==> src/hdl/timer_two_defs.svh <==
// register offsets, field positions and timing counts of the timer
`ifndef TIMER_TWO_DEFS_SVH
`define TIMER_TWO_DEFS_SVH

// ----------------------------------------------------------------------
// register offsets
// ----------------------------------------------------------------------
`define TIMER_TWO_CONTROL_ADDR 8'hc8
`define CAPTURE_RELOAD_LOW_ADDR 8'hca
`define CAPTURE_RELOAD_HIGH_ADDR 8'hcb
`define COUNT_LOW_BYTE_ADDR 8'hcc
`define COUNT_HIGH_BYTE_ADDR 8'hcd
`define CLOCK_PRESCALE_CONTROL_ADDR 8'h8e

// ----------------------------------------------------------------------
// control fields and reset values
// ----------------------------------------------------------------------
`define CTL_OVERFLOW_BIT 7
`define CTL_EXTERNAL_BIT 6
`define CTL_RX_CLOCK_BIT 5
`define CTL_TX_CLOCK_BIT 4
`define CTL_EXT_ENABLE_BIT 3
`define CTL_RUN_BIT 2
`define CTL_COUNTER_SEL_BIT 1
`define CTL_CAPTURE_SEL_BIT 0
`define PRESCALE_SELECT_BIT 5
`define PRESCALE_CTL_MASK 8'h38
`define CONTROL_RESET 8'h00
`define BYTE_RESET 8'h00

// ----------------------------------------------------------------------
// timing counts
// ----------------------------------------------------------------------
`define SLOW_DIVIDE 12
`define BAUD_DIVIDE 2

`endif

==> src/hdl/timer_two_pkg.sv <==
// types shared by the timer files
package timer_two_pkg;

  // operating mode decoded from the control register
  typedef enum logic [1:0] {
    MODE_OFF,
    MODE_CAPTURE,
    MODE_RELOAD,
    MODE_BAUD
  } timer_mode_e;

endpackage : timer_two_pkg

==> src/hdl/capture_reload_timer.sv <==
// 16-bit capture and auto-reload timer with baud rate generation
`timescale 1ns/1ns
`include "timer_two_defs.svh"
module capture_reload_timer #(
  parameter int WIDTH = 16
) (
  input wire logic clk_in,
  input wire logic reset_in,
  input wire logic [7:0] addr_in,
  input wire logic [7:0] write_data_in,
  input wire logic write_in,
  input wire logic read_in,
  output logic [7:0] read_data_out,
  input wire logic external_count_pin_in,
  input wire logic external_trigger_pin_in,
  input wire logic other_timer_overflow_in,
  output logic interrupt_out,
  output logic converter_start_out,
  output logic receive_shift_clock_out,
  output logic transmit_shift_clock_out
);

  // ----------------------------------------------------------------------
  // state
  // ----------------------------------------------------------------------
  logic [7:0] control_reg;
  logic prescale_select_reg;
  logic [WIDTH-1:0] count_reg;
  logic [WIDTH-1:0] count_next;
  logic [WIDTH-1:0] reload_reg;
  logic [WIDTH-1:0] reload_next;
  logic overflow_flag_next;
  logic external_flag_next;
  timer_two_pkg::timer_mode_e mode;
  logic count_fall;
  logic trigger_fall;
  logic slow_tick;
  logic baud_tick;
  logic advance;
  logic pin_half_reg;
  logic overflow;
  logic trigger_hit;
  logic wr_control;
  logic wr_count_low;
  logic wr_count_high;
  logic wr_reload_low;
  logic wr_reload_high;

  // named control fields
  logic overflow_flag;
  logic external_event_flag;
  logic receive_clock_select;
  logic transmit_clock_select;
  logic external_trigger_enable;
  logic run_control;
  logic counter_external_select;
  logic capture_reload_select;

  assign overflow_flag = control_reg[`CTL_OVERFLOW_BIT];
  assign external_event_flag = control_reg[`CTL_EXTERNAL_BIT];
  assign receive_clock_select = control_reg[`CTL_RX_CLOCK_BIT];
  assign transmit_clock_select = control_reg[`CTL_TX_CLOCK_BIT];
  assign external_trigger_enable = control_reg[`CTL_EXT_ENABLE_BIT];
  assign run_control = control_reg[`CTL_RUN_BIT];
  assign counter_external_select = control_reg[`CTL_COUNTER_SEL_BIT];
  assign capture_reload_select = control_reg[`CTL_CAPTURE_SEL_BIT];

  // ----------------------------------------------------------------------
  // helpers
  // ----------------------------------------------------------------------

  // write strobe decode for one register offset
  function automatic logic hit(input logic [7:0] a, input logic [7:0] off);
    hit = (a == off);
  endfunction : hit

  // replace one byte of a 16-bit word
  function automatic logic [15:0] put_byte(input logic [15:0] word,
                                           input logic high,
                                           input logic [7:0] data);
    put_byte = high ? {data, word[7:0]} : {word[15:8], data};
  endfunction : put_byte

  // ----------------------------------------------------------------------
  // pins and timebases
  // ----------------------------------------------------------------------
  pin_falling_edge count_pin_sync (
    .clk_in(clk_in),
    .reset_in(reset_in),
    .pin_in(external_count_pin_in),
    .fall_out(count_fall)
  );

  pin_falling_edge trigger_pin_sync (
    .clk_in(clk_in),
    .reset_in(reset_in),
    .pin_in(external_trigger_pin_in),
    .fall_out(trigger_fall)
  );

  tick_divider #(
    .DIVIDE(`SLOW_DIVIDE)
  ) slow_div (
    .clk_in(clk_in),
    .reset_in(reset_in),
    .tick_out(slow_tick)
  );

  tick_divider #(
    .DIVIDE(`BAUD_DIVIDE)
  ) baud_div (
    .clk_in(clk_in),
    .reset_in(reset_in),
    .tick_out(baud_tick)
  );

  // ----------------------------------------------------------------------
  // mode decode and counting
  // ----------------------------------------------------------------------

  // mode from run, clock selects and capture select
  always_comb begin
    if (!run_control) begin
      mode = timer_two_pkg::MODE_OFF;
    end else if (receive_clock_select | transmit_clock_select) begin
      mode = timer_two_pkg::MODE_BAUD;
    end else if (capture_reload_select) begin
      mode = timer_two_pkg::MODE_CAPTURE;
    end else begin
      mode = timer_two_pkg::MODE_RELOAD;
    end
  end

  // choose the increment source
  always_comb begin
    if (counter_external_select) begin
      // baud mode from the pin: one step per two falls
      advance = count_fall &
        (pin_half_reg | (mode != timer_two_pkg::MODE_BAUD));
    end else if (mode == timer_two_pkg::MODE_BAUD) begin
      advance = baud_tick;
    end else if (prescale_select_reg) begin
      advance = 1'b1;
    end else begin
      advance = slow_tick;
    end
    advance = advance & run_control;
  end

  // pin fall halver, cleared outside baud mode so phase starts fresh
  always_ff @(posedge clk_in or posedge reset_in) begin
    if (reset_in) begin
      pin_half_reg <= 1'b0;
    end else if (mode != timer_two_pkg::MODE_BAUD) begin
      pin_half_reg <= 1'b0;
    end else if (counter_external_select && count_fall) begin
      pin_half_reg <= ~pin_half_reg;
    end
  end

  // overflow only on a real step out of all ones
  assign overflow = advance & (count_reg == {WIDTH{1'b1}});
  // trigger falls count only with the enable set
  assign trigger_hit = trigger_fall & external_trigger_enable;

  // bus write decode
  assign wr_control = write_in & hit(addr_in, `TIMER_TWO_CONTROL_ADDR);
  assign wr_count_low = write_in & hit(addr_in, `COUNT_LOW_BYTE_ADDR);
  assign wr_count_high = write_in & hit(addr_in, `COUNT_HIGH_BYTE_ADDR);
  assign wr_reload_low = write_in & hit(addr_in, `CAPTURE_RELOAD_LOW_ADDR);
  assign wr_reload_high = write_in & hit(addr_in, `CAPTURE_RELOAD_HIGH_ADDR);

  // next counter value
  always_comb begin
    count_next = count_reg;
    if (mode == timer_two_pkg::MODE_CAPTURE) begin
      if (advance) begin
        count_next = count_reg + 16'h0001;
      end
    end else if (mode == timer_two_pkg::MODE_RELOAD) begin
      if (trigger_hit) begin
        count_next = reload_reg;
      end else if (overflow) begin
        count_next = reload_reg;
      end else if (advance) begin
        count_next = count_reg + 16'h0001;
      end
    end else if (mode == timer_two_pkg::MODE_BAUD) begin
      if (overflow) begin
        count_next = reload_reg;
      end else if (advance) begin
        count_next = count_reg + 16'h0001;
      end
    end
    if (wr_count_low) begin
      count_next = put_byte(count_next, 1'b0, write_data_in);
    end
    if (wr_count_high) begin
      count_next = put_byte(count_next, 1'b1, write_data_in);
    end
  end

  // counter register
  always_ff @(posedge clk_in or posedge reset_in) begin
    if (reset_in) begin
      count_reg <= {WIDTH{1'b0}};
    end else begin
      count_reg <= count_next;
    end
  end

  // capture or software load of the capture/reload pair
  always_comb begin
    reload_next = reload_reg;
    if (mode == timer_two_pkg::MODE_CAPTURE && trigger_hit) begin
      reload_next = count_reg;
    end
    if (wr_reload_low) begin
      reload_next = put_byte(reload_next, 1'b0, write_data_in);
    end
    if (wr_reload_high) begin
      reload_next = put_byte(reload_next, 1'b1, write_data_in);
    end
  end

  always_ff @(posedge clk_in or posedge reset_in) begin
    if (reset_in) begin
      reload_reg <= {WIDTH{1'b0}};
    end else begin
      reload_reg <= reload_next;
    end
  end

  // ----------------------------------------------------------------------
  // control register and flags
  // ----------------------------------------------------------------------

  // flags: software write first, hardware set wins
  always_comb begin
    overflow_flag_next = overflow_flag;
    external_flag_next = external_event_flag;
    if (wr_control) begin
      overflow_flag_next = write_data_in[`CTL_OVERFLOW_BIT];
      external_flag_next = write_data_in[`CTL_EXTERNAL_BIT];
    end
    if (overflow && (mode == timer_two_pkg::MODE_CAPTURE ||
                     mode == timer_two_pkg::MODE_RELOAD)) begin
      overflow_flag_next = 1'b1;
    end
    if (trigger_hit && mode != timer_two_pkg::MODE_OFF) begin
      external_flag_next = 1'b1;
    end
  end

  always_ff @(posedge clk_in or posedge reset_in) begin
    if (reset_in) begin
      control_reg <= `CONTROL_RESET;
    end else begin
      control_reg[`CTL_OVERFLOW_BIT] <= overflow_flag_next;
      control_reg[`CTL_EXTERNAL_BIT] <= external_flag_next;
      if (wr_control) begin
        control_reg[5:0] <= write_data_in[5:0];
      end
    end
  end

  // prescale select in the clock prescale control register
  always_ff @(posedge clk_in or posedge reset_in) begin
    if (reset_in) begin
      prescale_select_reg <= 1'b0;
    end else if (write_in && hit(addr_in, `CLOCK_PRESCALE_CONTROL_ADDR)) begin
      prescale_select_reg <= write_data_in[`PRESCALE_SELECT_BIT];
    end
  end

  // ----------------------------------------------------------------------
  // register read port, data one cycle after the strobe
  // ----------------------------------------------------------------------
  always_ff @(posedge clk_in or posedge reset_in) begin
    if (reset_in) begin
      read_data_out <= `BYTE_RESET;
    end else if (read_in) begin
      unique case (addr_in)
        `TIMER_TWO_CONTROL_ADDR: read_data_out <= control_reg;
        `CAPTURE_RELOAD_LOW_ADDR: read_data_out <= reload_reg[7:0];
        `CAPTURE_RELOAD_HIGH_ADDR: read_data_out <= reload_reg[15:8];
        `COUNT_LOW_BYTE_ADDR: read_data_out <= count_reg[7:0];
        `COUNT_HIGH_BYTE_ADDR: read_data_out <= count_reg[15:8];
        `CLOCK_PRESCALE_CONTROL_ADDR: begin
          read_data_out <= {2'b00, prescale_select_reg, 5'b00000};
        end
        default: read_data_out <= `BYTE_RESET;
      endcase
    end else begin
      read_data_out <= `BYTE_RESET;
    end
  end

  // ----------------------------------------------------------------------
  // outputs to interrupt, converter and serial port
  // ----------------------------------------------------------------------
  always_ff @(posedge clk_in or posedge reset_in) begin
    if (reset_in) begin
      interrupt_out <= 1'b0;
      converter_start_out <= 1'b0;
      receive_shift_clock_out <= 1'b0;
      transmit_shift_clock_out <= 1'b0;
    end else begin
      interrupt_out <= overflow_flag_next | external_flag_next;
      converter_start_out <= overflow;
      receive_shift_clock_out <= receive_clock_select ?
        (overflow & (mode == timer_two_pkg::MODE_BAUD)) :
        other_timer_overflow_in;
      transmit_shift_clock_out <= transmit_clock_select ?
        (overflow & (mode == timer_two_pkg::MODE_BAUD)) :
        other_timer_overflow_in;
    end
  end

endmodule : capture_reload_timer

==> src/hdl/pin_falling_edge.sv <==
// two-stage synchroniser with falling edge detector for one pin
`timescale 1ns/1ns
module pin_falling_edge (
  input wire logic clk_in,
  input wire logic reset_in,
  input wire logic pin_in,
  output logic fall_out
);

  logic meta_reg;
  logic sync_reg;
  logic last_reg;

  // synchronise, then keep one older sample
  always_ff @(posedge clk_in or posedge reset_in) begin
    if (reset_in) begin
      meta_reg <= 1'b1;
      sync_reg <= 1'b1;
      last_reg <= 1'b1;
    end else begin
      meta_reg <= pin_in;
      sync_reg <= meta_reg;
      last_reg <= sync_reg;
    end
  end

  // high sample then low sample
  assign fall_out = last_reg & ~sync_reg;

endmodule : pin_falling_edge

==> src/hdl/tick_divider.sv <==
// free running divider giving a one-cycle tick every DIVIDE clocks
`timescale 1ns/1ns
module tick_divider #(
  parameter int DIVIDE = 12
) (
  input wire logic clk_in,
  input wire logic reset_in,
  output logic tick_out
);

  logic [7:0] count_reg;

  // count up and wrap
  always_ff @(posedge clk_in or posedge reset_in) begin
    if (reset_in) begin
      count_reg <= 8'h00;
    end else if (count_reg == 8'(DIVIDE - 1)) begin
      count_reg <= 8'h00;
    end else begin
      count_reg <= count_reg + 8'h01;
    end
  end

  assign tick_out = (count_reg == 8'(DIVIDE - 1));

endmodule : tick_divider

==> config.mk <==
export PLATFORM = sky130hd
export DESIGN_NAME = capture_reload_timer
export DESIGN_NICKNAME = d
export VERILOG_FILES = /design/src/hdl/timer_two_pkg.sv /design/src/hdl/capture_reload_timer.sv /design/src/hdl/pin_falling_edge.sv /design/src/hdl/tick_divider.sv
export VERILOG_INCLUDE_DIRS = /design/src /design/src/hdl
export SDC_FILE = /design/constraint.sdc
export NUM_CORES = 1
export LEC_CHECK = 0
export ABC_AREA = 1
export BUFFER_PORTS_ARGS = -buffer_cell sky130_fd_sc_hd__buf_2
export CAP_MARGIN = 30
export CORE_ASPECT_RATIO = 1.2
export CORE_MARGIN = 5
export CORE_UTILIZATION = 40
export CTS_BUF_LIST = sky130_fd_sc_hd__clkbuf_16
export DETAILED_ROUTE_END_ITERATION = 7
export SLEW_MARGIN = 20
export SYNTH_ARGS = -nofsm -noshare
export SYNTH_HDL_FRONTEND = slang
export SYNTH_SLANG_ARGS = --single-unit
==> constraint.sdc <==
create_clock -name clk_in -period 5 [get_ports clk_in]
set_input_delay 1 -clock clk_in [delete_from_list [all_inputs] [get_ports clk_in]]
set_output_delay 1 -clock clk_in [all_outputs]
set_load 0.02 [all_outputs]
==> results.md <==
| Result | This run | Unit |
| --- | --- | --- |
| Status | complete, no violations | - |
| Setup repair after global routing missed its margin | no | - |
| Detailed-route DRC error count | 0 | - |
| Weighted congestion at the end of routability-driven global placement | 0.9250 | - |
| Floorplan core area | 11090 | um^2 |
| Number of placement rows | 42 | - |
| Wire length of the first global-routing pass | 21.45 | mm |
| Area growth from synthesis to layout | 13.75 | % |
| Number of distinct standard cells referenced by the synthesized netlist | 41 | - |
| Num CTS Buffers | 9 | - |
| Hold-critical path endpoint | trigger_pin_sync.sync_reg | - |
| Start-to-end type of the worst setup path | register to register | - |
| Die Area | 13590 | um^2 |
| Total count of max-transition violations in the final report | 0 | - |
| Area share of fa/ha/maj cells after synthesis | 2.205 | % |
| Net count, final | 660 | - |
| Max incr delay on CP | 0.41 | ns |
| Crit path cell chain | inv_1, nand2_1, o21ai_0, inv_1, ha_1, inv_2, nor2_1, o21ai_1, nand2_1, nor2_2, o21ai_0, nand2_1, nand3_1, nand2_1, nand2_1 | - |
| Critical Path RT | 5.24 | ns |
| Layout cells sized above 1 | 14.51 | % |
| Register-to-register setup slack | 2.21 | ns |
| Max_cap viols | 0 | - |
| # H-tree levels | 3 | - |
| Initial antenna violation count | 0 | - |
| Global routing's busiest layer | met2 | - |
| Seq. cell area | 1909 | um^2 |
| Cells resized by post-CTS repair | 0 | - |
| R2r worst-path depth | 15 | - |
| Largest net degree at the start of global routing | 31 | - |
| Horizontal die dimension | 107.2 | um |
| Synthesized area per cell | 7.629 | um^2 |
| Area of combinational cells with multiple inputs | 2128 | um^2 |
| Worst slew margin relative to its limit | 55.42 | % |
| Max FO, Critical Path | 11 | - |
| Die height | 126.7 | um |
| Number of I/O pins | 35 | - |
| Fin Setup TNS | 0 | ns |
| Final count of negative-setup-slack endpoints | 0 | - |
| Clk Latency, worst-skew pair | 0.34 | ns |
| Worst Path Arrival | 3.02 | ns |
| Via count of the first global-routing pass | 4028 | - |
| Dpl cells | 772 | - |
| Cells after synthesis | 595 | - |
| Worst path setup slack after routing | 2.213 | ns |
| Syn_nets | 626 | - |
| Main area contributors after synthesis | dfrtp_1, nand2_1, inv_1 | - |
| Total stage count of the critical path | 15 | - |
| Launch point of the worst reg-to-reg path | control_reg[5] | - |
| Share of the synthesized netlist area taken by xor and xnor gates | 3.473 | % |
| WL/cell | 16.78 | um |
| Hold Crit Start | trigger_pin_sync.meta_reg | - |
| Library cell appearing most often on the critical path | nand2_1 | - |
| Post-CTS Setup Repair Bufs | 0 | - |
| Most frequent cells in the layout | nand2_1, inv_1, dfrtp_1 | - |
| Tmin final | 2.787 | ns |
| Hold-critical path depth | 0 | - |
| Vias/cell | 5.218 | - |
| Synth Area in Compound Gates | 12.27 | % |
| Hold crit path type | register to register | - |
| Most common cell after layout, fill and taps aside | nand2_1 | - |
| Library cell occupying the most area in the post-synthesis netlist | dfrtp_1 | - |
| Final critical-path share of the clock period | 55.73 | % |
| Root Buffer Master | clkbuf_16 | - |
| Critical path buffers and inverters | 3 | - |
| Number of register bits inferred by synthesis | 76 | - |
| # diodes | 0 | - |
| Actual transition at the worst max-transition pin | 0.6671 | ns |
| Clock transition time at the flip-flop clock pins of the worst setup and hold paths | 0.07 | ns |
| Global-route met3 utilization | 4.370 | % |
| 1st-pass router iterations | 7 | - |
| Number of fill cells in the layout | 1101 | - |
| Initial cell density of the core | 40.94 | % |
| Max Root-Sink Buffers | 2 | - |
| Total leakage power | 2.546 | nW |
| Core Util, Final | 46.57 | % |
| Total of buffers placed on input and output ports | 34 | - |
| Hold violation total from the final report | 0 | - |
| Syn. warnings | 0 | - |
| Highest clock rate | 0.3589 | GHz |
| Dominant combinational cell family by area after synthesis | simple AND/OR/NAND/NOR gates | - |
| Capturing point of the worst reg2reg path | count_reg[1] | - |
| Area share of the leading cell type in the synthesized netlist | 38.59 | % |
| GR Util met2 | 31.38 | % |
| Clk sink count | 76 | - |
| Count of antenna-violating nets left after detailed routing | 0 | - |
| Mux share of post-synthesis cell area | 0.2205 | % |
| Post-synth design cell area | 4539 | um^2 |
| Critical path startpoint category | register | - |
| Sequential-to-total area share from yosys stat | 42.06 | % |
| Sort of element at the end of the critical path | register | - |
| Top Family by Delay on Critical Path | simple AND/OR/NAND/NOR gates | - |
| Global-route met1 utilization | 27.24 | % |
| Post-detailed-routing wire length | 13.22 | mm |
| Areal power density over the cells | 335.3 | nW/um^2 |
| Total gr overflow | 0 | - |
| Post-cts hold buffer count | 0 | - |
| Max VDD drop | 0.1853 | mV |
| Simple logic cell fraction of the synthesized area | 28.72 | % |
| Total via count after detailed routing | 4112 | - |
| Slowest library cell on the worst path | nor2_2 | - |
| Clk_skew | 0.008234 | ns |
| Initial DRC count | 332 | - |
| Total Routing Usage GR | 20.47 | % |
| Hpwl dp | 10.02 | mm |
| Post-layout instance count excluding filler cells | 788 | - |
| Worst-case setup slack after placement | 1.973 | ns |
| TritonCTS clock tree | yes | - |
==> through the flow <==
| stage | total power [W] | hold slack (ns) | instance area, um^2 |
|---|---|---|---|
| 2_1_floorplan | 0.0009480 | 0.3452 | 4539 |
| 3_3_place_gp | 0.001043 | 0.3472 | 4836 |
| 3_5_place_dp | 0.001050 | 0.3468 | 4856 |
| 4_1_cts | 0.001735 | 0.3549 | 5164 |
| 5_1_grt | 0.001807 | 0.3574 | 5164 |
| 6_report | 0.001731 | 0.3539 | 5164 |
==> worst register-to-register path, stage by stage, from the launching register on <==
cell and delay, ns:
dfrtp_1 0.40, inv_1 0.09, nand2_1 0.06, o21ai_0 0.29
inv_1 0.12, ha_1 0.30, inv_2 0.08, nor2_1 0.05
o21ai_1 0.24, nand2_1 0.21, nor2_2 0.41, o21ai_0 0.15
nand2_1 0.08, nand3_1 0.06, nand2_1 0.09, nand2_1 0.05
==> worst max path at each step <==
stage | to | slack, ns | start
CTS | count_reg[1] | 2.23 | control_reg[4]
global route | count_reg[1] | 1.89 | control_reg[5]
floorplan | baud_div.count_reg[0] | 2.07 | reset_in
finish | count_reg[1] | 2.21 | control_reg[5]
detailed placement | reload_reg[11] | 1.97 | addr_in[5]
global placement | reload_reg[9] | 2.02 | addr_in[5]
==> cell usage after synthesis (all sizes together) <==
master and number:
mux2i 1, nand2 149, a21oi 9, a31oi 1
xnor2 1, nor3 12, buf 10, nor4 3
inv 112, or2 3, dfrtp 70, nand3 58
o221ai 13, xor2 17, a211oi 4, nand4 11
nand3b 1, clkbuf 4, o211ai 7, o21ai 37
ha 8, nor2 43, o22ai 12, o2111ai 3
dfstp 6
==> area by class of cell <==
| type | instances | area share, % |
|---|---|---|
| clock buffer | 9 | 4.362 |
| clock inverter | 7 | 1.599 |
| inverter | 112 | 8.142 |
| multi-input combinational | 393 | 41.22 |
| sequential | 76 | 36.98 |
| tap | 154 | 3.732 |
| timing repair buffer | 37 | 3.974 |
==> power by group <==
part | leakage (nW) | internal, W | switching, W
Clock | 0.145 | 0.000396 | 0.000289
Sequential | 0.987 | 0.000671 | 0.000115
Combinational | 1.41 | 0.0000946 | 0.000166
Total | 2.55 | 0.00116 | 0.000570
==> per-layer routing <==
layer | up-vias | share of wire [%]
met2 | 163 | 46
met5 | - | 0
met4 | 0 | 3.6
met1 | 1918 | 44
met3 | 35 | 6.9
li1 | 1996 | -
==> kinds of logic after synthesis <==
family / Yosys count
XOR/XNOR: 18
flip-flops: 76
multiplexers: 1
buffers and inverters: 126
AO/OA/AOI/OAI: 86
adder cells (fa/ha/maj): 8
AND/OR/NAND/NOR: 280
Note: power is estimated with default switching activity, not from simulation.
